==> config.mk <==
export PLATFORM = sky130hd
export DESIGN_NAME = sixteen_bit_timer_rtc
export DESIGN_NICKNAME = d
export VERILOG_FILES = /design/src/core/timer_pkg.sv /design/src/core/pin_sync.sv /design/src/core/prescaler.sv /design/src/core/sixteen_bit_timer_rtc.sv
export SDC_FILE = /design/constraint.sdc
export NUM_CORES = 1
export LEC_CHECK = 0
export ABC_CLOCK_PERIOD_IN_PS = 3700
export BUFFER_PORTS_ARGS = -buffer_cell sky130_fd_sc_hd__buf_2
export CAP_MARGIN = 20
export CELL_PAD_IN_SITES_DETAIL_PLACEMENT = 1
export CELL_PAD_IN_SITES_GLOBAL_PLACEMENT = 1
export CORE_MARGIN = 5
export CORE_UTILIZATION = 35
export CTS_CLUSTER_DIAMETER = 30
export CTS_CLUSTER_SIZE = 10
export DETAILED_ROUTE_END_ITERATION = 6
export MAX_ROUTING_LAYER = met4
export PLACE_DENSITY = 0.67
export SYNTH_ARGS = -nofsm -noshare
export SYNTH_HDL_FRONTEND = slang
export SYNTH_HIERARCHICAL = 1
export SYNTH_SLANG_ARGS = --single-unit
==> constraint.sdc <==
create_clock -name i_clk -period 3.7 [get_ports i_clk]
set_clock_uncertainty 0.05 [all_clocks]
set_input_delay 0.74 -clock i_clk [delete_from_list [all_inputs] [get_ports i_clk]]
set_output_delay 0.74 -clock i_clk [all_outputs]
set_load 0.05 [all_outputs]
==> src/core/timer_pkg.sv <==
// package: register map, fields, reset values and bus types of the timer
package timer_pkg;
    localparam logic [11:0] ADDR_COUNT = 12'h100;
    localparam logic [11:0] ADDR_PERIOD = 12'h104;
    localparam logic [11:0] ADDR_CONTROL = 12'h108;
    localparam logic [11:0] ADDR_OSC = 12'h10C;
    localparam logic [11:0] ADDR_IRQ_STATUS = 12'h110;
    localparam logic [11:0] ADDR_IRQ_MASK = 12'h114;
    localparam int CTL_RUN = 15;
    localparam int CTL_IDLE_STOP = 13;
    localparam int CTL_GATE = 6;
    localparam int CTL_PS_HI = 5;
    localparam int CTL_PS_LO = 4;
    localparam int CTL_SYNC = 2;
    localparam int CTL_CS = 1;
    localparam int OSC_LP_EN = 1;
    localparam logic [15:0] CONTROL_WMASK = 16'hA076;
    localparam logic [15:0] CONTROL_RESET = 16'h0000;
    localparam logic [15:0] COUNT_RESET = 16'h0000;
    localparam logic [15:0] PERIOD_RESET = 16'hFFFF;
    localparam logic [15:0] OSC_RESET = 16'h0000;
    localparam int IRQ_MATCH = 0;
    localparam int IRQ_GATE = 1;
    localparam int IRQ_WAKE = 2;
    localparam int IRQ_BITS = 3;
    localparam logic [7:0] PS_DIV1 = 8'h00;
    localparam logic [7:0] PS_DIV8 = 8'h07;
    localparam logic [7:0] PS_DIV64 = 8'h3F;
    localparam logic [7:0] PS_DIV256 = 8'hFF;

    typedef struct packed {
        logic psel;
        logic penable;
        logic pwrite;
        logic [11:0] paddr;
        logic [31:0] pwdata;
    } apb_req_t;

    typedef struct packed {
        logic pready;
        logic pslverr;
        logic [31:0] prdata;
    } apb_rsp_t;

    typedef struct packed {
        logic idle;
        logic sleep;
    } cpu_state_t;
endpackage

==> src/core/pin_sync.sv <==
// three-stage synchroniser with agreement filter and edge pulses
`timescale 1ns/1ps
`default_nettype none
module pin_sync
    import timer_pkg::*;
(
    input wire logic i_clk,
    input wire logic i_arst_n,
    input wire logic i_pin,
    output logic o_level,
    output logic o_rise,
    output logic o_fall
);
    typedef struct packed {
        logic [2:0] sh;
        logic lvl;
        logic rise;
        logic fall;
    } sync_state_t;

    sync_state_t st_q;
    sync_state_t st_d;

    always_comb begin
        st_d = st_q;
        st_d.sh = {st_q.sh[1:0], i_pin};
        st_d.rise = 1'b0;
        st_d.fall = 1'b0;
        // second and third stage agree before the level moves
        if (st_q.sh[1] == st_q.sh[2] && st_q.sh[2] != st_q.lvl) begin
            st_d.lvl = st_q.sh[2];
            st_d.rise = st_q.sh[2];
            st_d.fall = ~st_q.sh[2];
        end
    end

    always_ff @(posedge i_clk or negedge i_arst_n) begin
        if (!i_arst_n) begin
            st_q <= '0;
        end else begin
            st_q <= st_d;
        end
    end

    assign o_level = st_q.lvl;
    assign o_rise = st_q.rise;
    assign o_fall = st_q.fall;
endmodule
`default_nettype wire

==> src/core/prescaler.sv <==
// prescaler: divides tick pulses by 1, 8, 64 or 256
`timescale 1ns/1ps
`default_nettype none
module prescaler
    import timer_pkg::*;
(
    input wire logic i_clk,
    input wire logic i_arst_n,
    input wire logic i_run,
    input wire logic i_clear,
    input wire logic i_tick,
    input wire logic [1:0] i_select,
    output logic o_tick
);
    typedef struct packed {
        logic [7:0] cnt;
        logic out;
    } ps_state_t;

    ps_state_t st_q;
    ps_state_t st_d;

    function automatic logic [7:0] ps_limit(input logic [1:0] sel);
        case (sel)
            2'h0: ps_limit = PS_DIV1;
            2'h1: ps_limit = PS_DIV8;
            2'h2: ps_limit = PS_DIV64;
            default: ps_limit = PS_DIV256;
        endcase
    endfunction

    always_comb begin
        st_d = st_q;
        st_d.out = 1'b0;
        if (i_run) begin
            if (i_clear) begin
                st_d.cnt = 8'h00;
            end else if (i_tick) begin
                if (st_q.cnt >= ps_limit(i_select)) begin
                    st_d.cnt = 8'h00;
                    st_d.out = 1'b1;
                end else begin
                    st_d.cnt = st_q.cnt + 8'h01;
                end
            end
        end
        // run clear: a clearing event leaves the count alone
    end

    always_ff @(posedge i_clk or negedge i_arst_n) begin
        if (!i_arst_n) begin
            st_q <= '0;
        end else begin
            st_q <= st_d;
        end
    end

    assign o_tick = st_q.out;
endmodule
`default_nettype wire

==> src/core/sixteen_bit_timer_rtc.sv <==
// top: 16-bit timer/counter with rtc mode and apb register slave
//
// The implementer's own choices: the placing of the registers and the APB register port.
`timescale 1ns/1ps
`default_nettype none
module sixteen_bit_timer_rtc
    import timer_pkg::*;
(
    input wire logic i_clk,
    input wire logic i_arst_n,
    input wire logic i_psel,
    input wire logic i_penable,
    input wire logic i_pwrite,
    input wire logic [11:0] i_paddr,
    input wire logic [31:0] i_pwdata,
    output logic [31:0] o_prdata,
    output logic o_pready,
    output logic o_pslverr,
    input wire logic i_cpu_idle,
    input wire logic i_cpu_sleep,
    input wire logic i_external_clock_gate_pin,
    input wire logic i_lp_osc_clk,
    output logic o_irq,
    output logic o_wake
);
    typedef struct packed {
        logic [15:0] count;
        logic [15:0] period;
        logic [15:0] control;
        logic [15:0] osc;
        logic [IRQ_BITS-1:0] status;
        logic [IRQ_BITS-1:0] mask;
        logic [31:0] rdata;
        logic ready;
        logic err;
        logic irq;
        logic wake;
        logic ctl_changed;
    } top_state_t;

    top_state_t st_q;
    top_state_t st_d;
    apb_req_t req;
    cpu_state_t cpu;

    logic ext_level;
    logic ext_rise;
    logic ext_fall;
    logic osc_rise;
    logic ps_tick;
    logic ps_clear;
    logic raw_tick;
    logic run;
    logic cs_ext;
    logic sync_sel;
    logic gate_en;
    logic lp_en;
    logic halted;
    logic access;
    logic wr;
    logic match;

    function automatic logic addr_hit(input logic [11:0] a,
                                      input logic [11:0] reg_addr);
        addr_hit = (a == reg_addr);
    endfunction

    assign req = '{psel: i_psel, penable: i_penable, pwrite: i_pwrite,
                   paddr: i_paddr, pwdata: i_pwdata};
    assign cpu = '{idle: i_cpu_idle, sleep: i_cpu_sleep};

    pin_sync u_ext_sync (
        .i_clk(i_clk),
        .i_arst_n(i_arst_n),
        .i_pin(i_external_clock_gate_pin),
        .o_level(ext_level),
        .o_rise(ext_rise),
        .o_fall(ext_fall)
    );

    pin_sync u_osc_sync (
        .i_clk(i_clk),
        .i_arst_n(i_arst_n),
        .i_pin(i_lp_osc_clk),
        .o_level(),
        .o_rise(osc_rise),
        .o_fall()
    );

    assign run = st_q.control[CTL_RUN];
    assign cs_ext = st_q.control[CTL_CS];
    assign sync_sel = st_q.control[CTL_SYNC];
    assign gate_en = st_q.control[CTL_GATE];
    assign lp_en = st_q.osc[OSC_LP_EN];
    assign access = req.psel & req.penable & st_q.ready;
    assign wr = access & req.pwrite;
    assign ps_clear = wr & (addr_hit(req.paddr, ADDR_COUNT) |
                            addr_hit(req.paddr, ADDR_CONTROL));

    // stop conditions for idle and sleep
    always_comb begin
        halted = 1'b0;
        if (cpu.idle && st_q.control[CTL_IDLE_STOP]) begin
            halted = 1'b1;
        end
        if (cpu.sleep) begin
            // only async external counting (rtc included) survives, and only until control or osc is written in sleep
            halted = !(cs_ext && !sync_sel) || st_q.ctl_changed;
        end
    end

    // selection of the count source
    always_comb begin
        raw_tick = 1'b0;
        if (lp_en) begin
            // rtc source replaces the normal timer and counter modes
            if (cs_ext && !gate_en) begin
                raw_tick = osc_rise;
            end
        end else if (cs_ext) begin
            raw_tick = ext_rise;
        end else if (gate_en) begin
            raw_tick = ext_level;
        end else begin
            raw_tick = 1'b1;
        end
        if (halted) begin
            raw_tick = 1'b0;
        end
    end

    prescaler u_prescaler (
        .i_clk(i_clk),
        .i_arst_n(i_arst_n),
        .i_run(run),
        .i_clear(ps_clear),
        .i_tick(raw_tick),
        .i_select(st_q.control[CTL_PS_HI:CTL_PS_LO]),
        .o_tick(ps_tick)
    );

    assign match = run && ps_tick && (st_q.count == st_q.period);

    always_comb begin
        st_d = st_q;
        st_d.ready = 1'b0;
        st_d.err = 1'b0;
        // count advance, held while run is clear
        if (run && ps_tick) begin
            if (match) begin
                st_d.count = COUNT_RESET;
            end else begin
                st_d.count = st_q.count + 16'h0001;
            end
        end
        // bus access phase answers one cycle after penable rises
        if (req.psel && req.penable && !st_q.ready) begin
            st_d.ready = 1'b1;
            st_d.rdata = 32'h0000_0000;
            case (req.paddr)
                ADDR_COUNT: st_d.rdata = {16'h0000, st_q.count};
                ADDR_PERIOD: st_d.rdata = {16'h0000, st_q.period};
                ADDR_CONTROL: st_d.rdata = {16'h0000, st_q.control};
                ADDR_OSC: st_d.rdata = {16'h0000, st_q.osc};
                ADDR_IRQ_STATUS: st_d.rdata = {29'h0, st_q.status};
                ADDR_IRQ_MASK: st_d.rdata = {29'h0, st_q.mask};
                default: st_d.err = 1'b1;
            endcase
        end
        if (wr) begin
            case (req.paddr)
                ADDR_COUNT: st_d.count = req.pwdata[15:0];
                ADDR_PERIOD: st_d.period = req.pwdata[15:0];
                ADDR_CONTROL: begin
                    st_d.control = req.pwdata[15:0] & CONTROL_WMASK;
                    st_d.ctl_changed = 1'b1;
                end
                ADDR_OSC: begin
                    st_d.osc = req.pwdata[15:0] & (16'h0001 << OSC_LP_EN);
                    st_d.ctl_changed = 1'b1;
                end
                ADDR_IRQ_STATUS: st_d.status = st_q.status &
                                               ~req.pwdata[IRQ_BITS-1:0];
                ADDR_IRQ_MASK: st_d.mask = req.pwdata[IRQ_BITS-1:0];
                default: ;
            endcase
        end
        if (!cpu.sleep) begin
            st_d.ctl_changed = 1'b0;
        end
        // events set sticky bits after any clear, so the set wins
        if (match) begin
            st_d.status[IRQ_MATCH] = 1'b1;
            if (lp_en) begin
                st_d.status[IRQ_WAKE] = 1'b1;
            end
        end
        if (run && gate_en && !cs_ext && ext_fall && !halted) begin
            st_d.status[IRQ_GATE] = 1'b1;
        end
        st_d.irq = |(st_d.status & st_d.mask);
        st_d.wake = st_d.status[IRQ_WAKE] & st_d.mask[IRQ_WAKE];
    end

    always_ff @(posedge i_clk or negedge i_arst_n) begin
        if (!i_arst_n) begin
            st_q <= '0;
            st_q.count <= COUNT_RESET;
            st_q.period <= PERIOD_RESET;
            st_q.control <= CONTROL_RESET;
            st_q.osc <= OSC_RESET;
        end else begin
            st_q <= st_d;
        end
    end

    assign o_prdata = st_q.rdata;
    assign o_pready = st_q.ready;
    assign o_pslverr = st_q.err;
    assign o_irq = st_q.irq;
    assign o_wake = st_q.wake;
endmodule
`default_nettype wire

==> reports/metrics.cfg, run 1 <==
[timing]
fmax_ghz=0.351
rsz0062_at_grt=no
slew_headroom_pct=47.8
finalCritPeriodShare_pct=77.0
hold_violations=0
finalMaxSlewViolations=0
layout_min_cycle_time_ps=2850
finalSetupViolations=0
finalSetupTns_ps=0
tightest_slew_ps=776

[route]
vias=3388
drt_first_pass_iters=4
ant_nets=0
routedWlPerCell_um=17.0
routed_wl_mm=11.3
drc=0
vias_per_cell=5.09
first_iter_violations=211

[floorplan]
dieArea_um2=15600
rows=42
initial_core_util_pct=35.3
die_w_um=125
die_y_um=125
ioPinCount=89
core_area_um2=13100

[pwr]
p_leak_nw=2.38
power_density_nw_per_um2=386
peakVddDrop_uv=159

[synthesis]
yosysWarnings=6
syn_inst=445
synthesis.area_um2=4640
synth_area_per_cell_um2=10.4

[clock_tree]
cts.hold.buffers_added=0
cts.path.max_buffers=2
cts_sinks=87
cts_resized=0
clk_pin_slew_ps=60
clkLatencyLatePin_ps=350
cts_made_buffers=9
postCtsSetupBuffers=0
cts_root_buffer=clkbuf_16
cts_tree=built
htree_num_levels=3

[global_routing]
track_usage_pct=15.3
grt_pass1_wl_mm=18.7
antenna_found_initial=0
gr-total-overflow=0
grt_pass1_vias=3520
grt_max_degree=88

[setup_path]
cp_common_cell=nand2b_1
worst-path-max-fanout=11
critPathKind=input port to flop
slowest_stage=or4_4
timing.rr.end=st_q[96]
ff2ff_setup_slack_ps=1260
timing.rr.start=st_q[80]
cp.required_ps=3870
slowest_delay_ps=670
start_kind=input port
cp-end-kind=flop
r2r_cells=5
crit_arrival_ps=3020
path_cells=buf_2 > or4b_4 > or4_4 > nor2_1 > nand3b_1 > nand2b_1 > nand2b_1 > o311ai_1

[cells_and_area]
utilization_pct=39.9
nNetsFinal=542
n_antenna_cell=0
areaGrowthSynthToFinish_pct=13.1
drive_gt1_share_pct=28.2
final_cells=665

[status]
outcome=completed

[place]
gp_congestion=0.798
numPortBuffers=56
post-dp-hpwl_mm=8.16
dp_cells=648

[job]
drv_cap=0

[hold_path]
hp-class=input port to async pin

## cell usage in the layout, fill, tap and decap left out, types with 4 or more instances in the layout
| cell type | n |
|---|---|
| inv_1 | 7 |
| or2_2 | 4 |
| mux2i_1 | 10 |
| conb_1 | 16 |
| xnor2_1 | 8 |
| clkbuf_16 | 9 |
| o21ai_0 | 30 |
| nor2_1 | 16 |
| a21oi_1 | 20 |
| xor2_1 | 23 |
| a22oi_1 | 10 |
| nor4_1 | 5 |
| mux2_2 | 26 |
| nand2_1 | 58 |
| buf_4 | 5 |
| dfstp_2 | 16 |
| dfrtp_1 | 71 |
| o21ai_1 | 4 |
| nand3_1 | 15 |
| ha_1 | 5 |
| and4_1 | 4 |
| buf_2 | 55 |
| nor3_1 | 4 |
| nand4_1 | 7 |
## worst max-delay path by stage
stage	startpoint	to	depth (start not counted)
6_report	i_paddr[9]	u_prescaler/st_q[6]	8
5_1_grt	i_paddr[9]	st_q[97]	6
4_1_cts	i_paddr[9]	u_prescaler/st_q[6]	8
3_5_place_dp	i_paddr[9]	st_q[99]	6
3_3_place_gp	i_paddr[9]	st_q[93]	6
2_1_floorplan	i_paddr[9]	u_prescaler/st_q[3]	9
## area by class of cell
type,instances,area (um^2)
Timing Repair Buffer,62,360
Tap cell,176,220
Clock inverter,4,53.8
Multi-Input combinational cell,317,2130
Sequential cell,87,2200
Fill cell,1508,7890
Inverter,7,26.3
Clock buffer,12,256
## critical path: cells and delay by family
| family | cells | cell delay, ps |
|---|---|---|
| buf+inv | 1 | 90 |
| compound gates | 1 | 130 |
| simple gates | 6 | 2050 |
## state kept, by name, summed over array words and instances, names as in the netlist, 2 cells and up
| signal | flops |
|---|---|
| u_ext_sync/st_d | 2 |
| u_osc_sync/st_d | 2 |
| o_prdata | 16 |
| st_q | 43 |
| u_prescaler/st_q | 8 |
## stage by stage
step / cell area (um^2) / hold WS (ps) / setup WS, ps / total power [mW]
2_1_floorplan: 4690 / 281 / 870 / 1.06
3_3_place_gp: 4910 / 283 / 571 / 1.09
3_5_place_dp: 4910 / 286 / 519 / 1.10
4_1_cts: 5220 / 300 / 883 / 2.04
5_1_grt: 5240 / 289 / 775 / 2.10
6_report: 5240 / 262 / 849 / 2.02
## report_power, final
group	internal [mW]	switching, mW	total (mW)
sequential	0.961	0.00470	0.965
clock	0.561	0.379	0.940
combinational	0.0294	0.0868	0.116
total	1.55	0.470	2.02
## per-layer routing
metal / vias to the layer above / global-route usage [%] / share of wire (%)
li1: 1608 / - / -
met1: 1694 / 18.8 / 45
met2: 68 / 24.8 / 49
met3: 18 / 3.62 / 3.8
met4: 0 / 5.04 / 1.9
met5: - / - / 0
No activity file was read; power rests on OpenSTA's default activity.
==> run 2, diff against run 1 <==
- ABC_CLOCK_PERIOD_IN_PS: 3700 -> 2400
- PLACE_DENSITY: 0.67 -> 0.7
- clock period: 3.7 -> 2.4 ns (I/O delays scaled with it)
==> reports/metrics.cfg, run 2 (synthesis gave the netlist of run 1 again) <==
[timing]
rsz0062_at_grt=no
hold_violations=0
slew_headroom_pct=59.3
holdWs_ps=39.2
finalMaxSlewViolations=0
tightest_slew_ps=606
finalSetupViolations=0
finalCritPeriodShare_pct=95.5
fmax_ghz=0.436
layout_min_cycle_time_ps=2290

[setup_path]
r2r_cells=5
crit_arrival_ps=2460
cp-end-kind=flop
timing.rr.start=st_q[80]
timing.rr.end=st_q[96]
start_kind=input port
critPathKind=input port to flop
cp.required_ps=2570
worst-path-max-fanout=9
ff2ff_setup_slack_ps=180

[global_routing]
track_usage_pct=16.1
antenna_found_initial=0
gr-total-overflow=0
grt_max_degree=56
grt_pass1_wl_mm=20.0
grt_pass1_vias=3815

[clock_tree]
cts.hold.buffers_added=0
clkLatencyLatePin_ps=340
htree_num_levels=3
cts_sinks=87
clk_pin_slew_ps=70
cts_made_buffers=9
cts.path.max_buffers=2
cts_tree=built
cts_root_buffer=clkbuf_16

[floorplan]
initial_core_util_pct=35.3
core_area_um2=13100
die_w_um=125
rows=42
ioPinCount=89
die_y_um=125
dieArea_um2=15600

[cells_and_area]
areaGrowthSynthToFinish_pct=17.1
utilization_pct=41.3
final_cell_mix=dfrtp_1 (70), nand2_1 (58), buf_2 (55), o21ai_0 (30), buf_4 (26)
largest_register_ff_count=43
nNetsFinal=563
layout_commonest_cell=dfrtp_1
drive_gt1_share_pct=32.2
largest_register=st_q
n_antenna_cell=0

[route]
drt_first_pass_iters=4
vias_per_cell=5.05
vias=3461
drc=0
first_iter_violations=154
ant_nets=0
routed_wl_mm=11.9
routedWlPerCell_um=17.4

[pwr]
peakVddDrop_uv=306
p_leak_nw=2.49
power_density_nw_per_um2=579

[place]
numPortBuffers=56
gp_congestion=0.818
post-dp-hpwl_mm=8.87

[job]
drv_cap=0

[status]
outcome=completed

[hold_path]
hp-class=input port to async pin

-- run 2: area by class of cell --
cell class / count / area [um^2]
Sequential cell: 87 / 2200
Timing Repair Buffer: 83 / 510
Tap cell: 176 / 220
Multi-Input combinational cell: 317 / 2160
Inverter: 7 / 26.3
Clock inverter: 7 / 86.3
Clock buffer: 9 / 225
Fill cell: 1514 / 7710
-- run 2: metal layers --
layer,vias to the layer above,share of wire (%),global-route usage (%)
li1,1652,-,-
met1,1736,43,19.3
met2,62,52,27.5
met3,11,3.5,2.90
met4,0,1.5,5.55
met5,-,0,-
-- run 2: worst max path at each step --
stage          cells after the start        from                   to  slack, ps
6_report                           9  i_paddr[7]  u_prescaler/st_q[3]        110
5_1_grt                            9  i_paddr[7]  u_prescaler/st_q[3]         30
4_1_cts                            5    st_q[80]             st_q[96]         20
3_5_place_dp                       6  i_paddr[7]             st_q[97]       -290
3_3_place_gp                       6  i_paddr[7]            st_q[101]       -260
2_1_floorplan                      9  i_paddr[7]  u_prescaler/st_q[3]       -100
-- run 2: through the flow --
step	setup WS, ps	TNS [ps]	instances	total power [mW]	area (um^2)
floorplan	-103	-1890	460	1.63	4720
global placement	-259	-8590	670	1.70	5110
detailed placement	-292	-10070	670	1.71	5110
CTS	19.7	0	686	3.19	5420
global route	29.3	0	686	3.27	5430
finish	109	0	686	3.15	5430
-- run 2: power breakdown --
| group | switching (mW) | total (mW) | leakage [nW] | internal (mW) |
|---|---|---|---|---|
| registers | 0.00752 | 1.49 | 1.12 | 1.48 |
| clock network | 0.637 | 1.47 | 0.151 | 0.833 |
| logic | 0.138 | 0.188 | 1.22 | 0.0503 |
| total | 0.782 | 3.15 | 2.49 | 2.36 |
-- run 2: worst max-delay path: stages --
cell and delay [ps]:
buf_2 100, or4_4 530, or4_4 560, nor2_4 130, nand3b_1 140, nand2b_4 150, a31oi_4 60, a22oi_1 200
o21ai_1 100
-- run 2: timing repair --
| action | in CTS | in global routing |
|---|---|---|
| gates resized for setup | 0 | 1 |
| endpoints found under the setup margin | 0 | 13 |
| hold endpoints to repair | 0 | 0 |
| setup buffers | 0 | 0 |
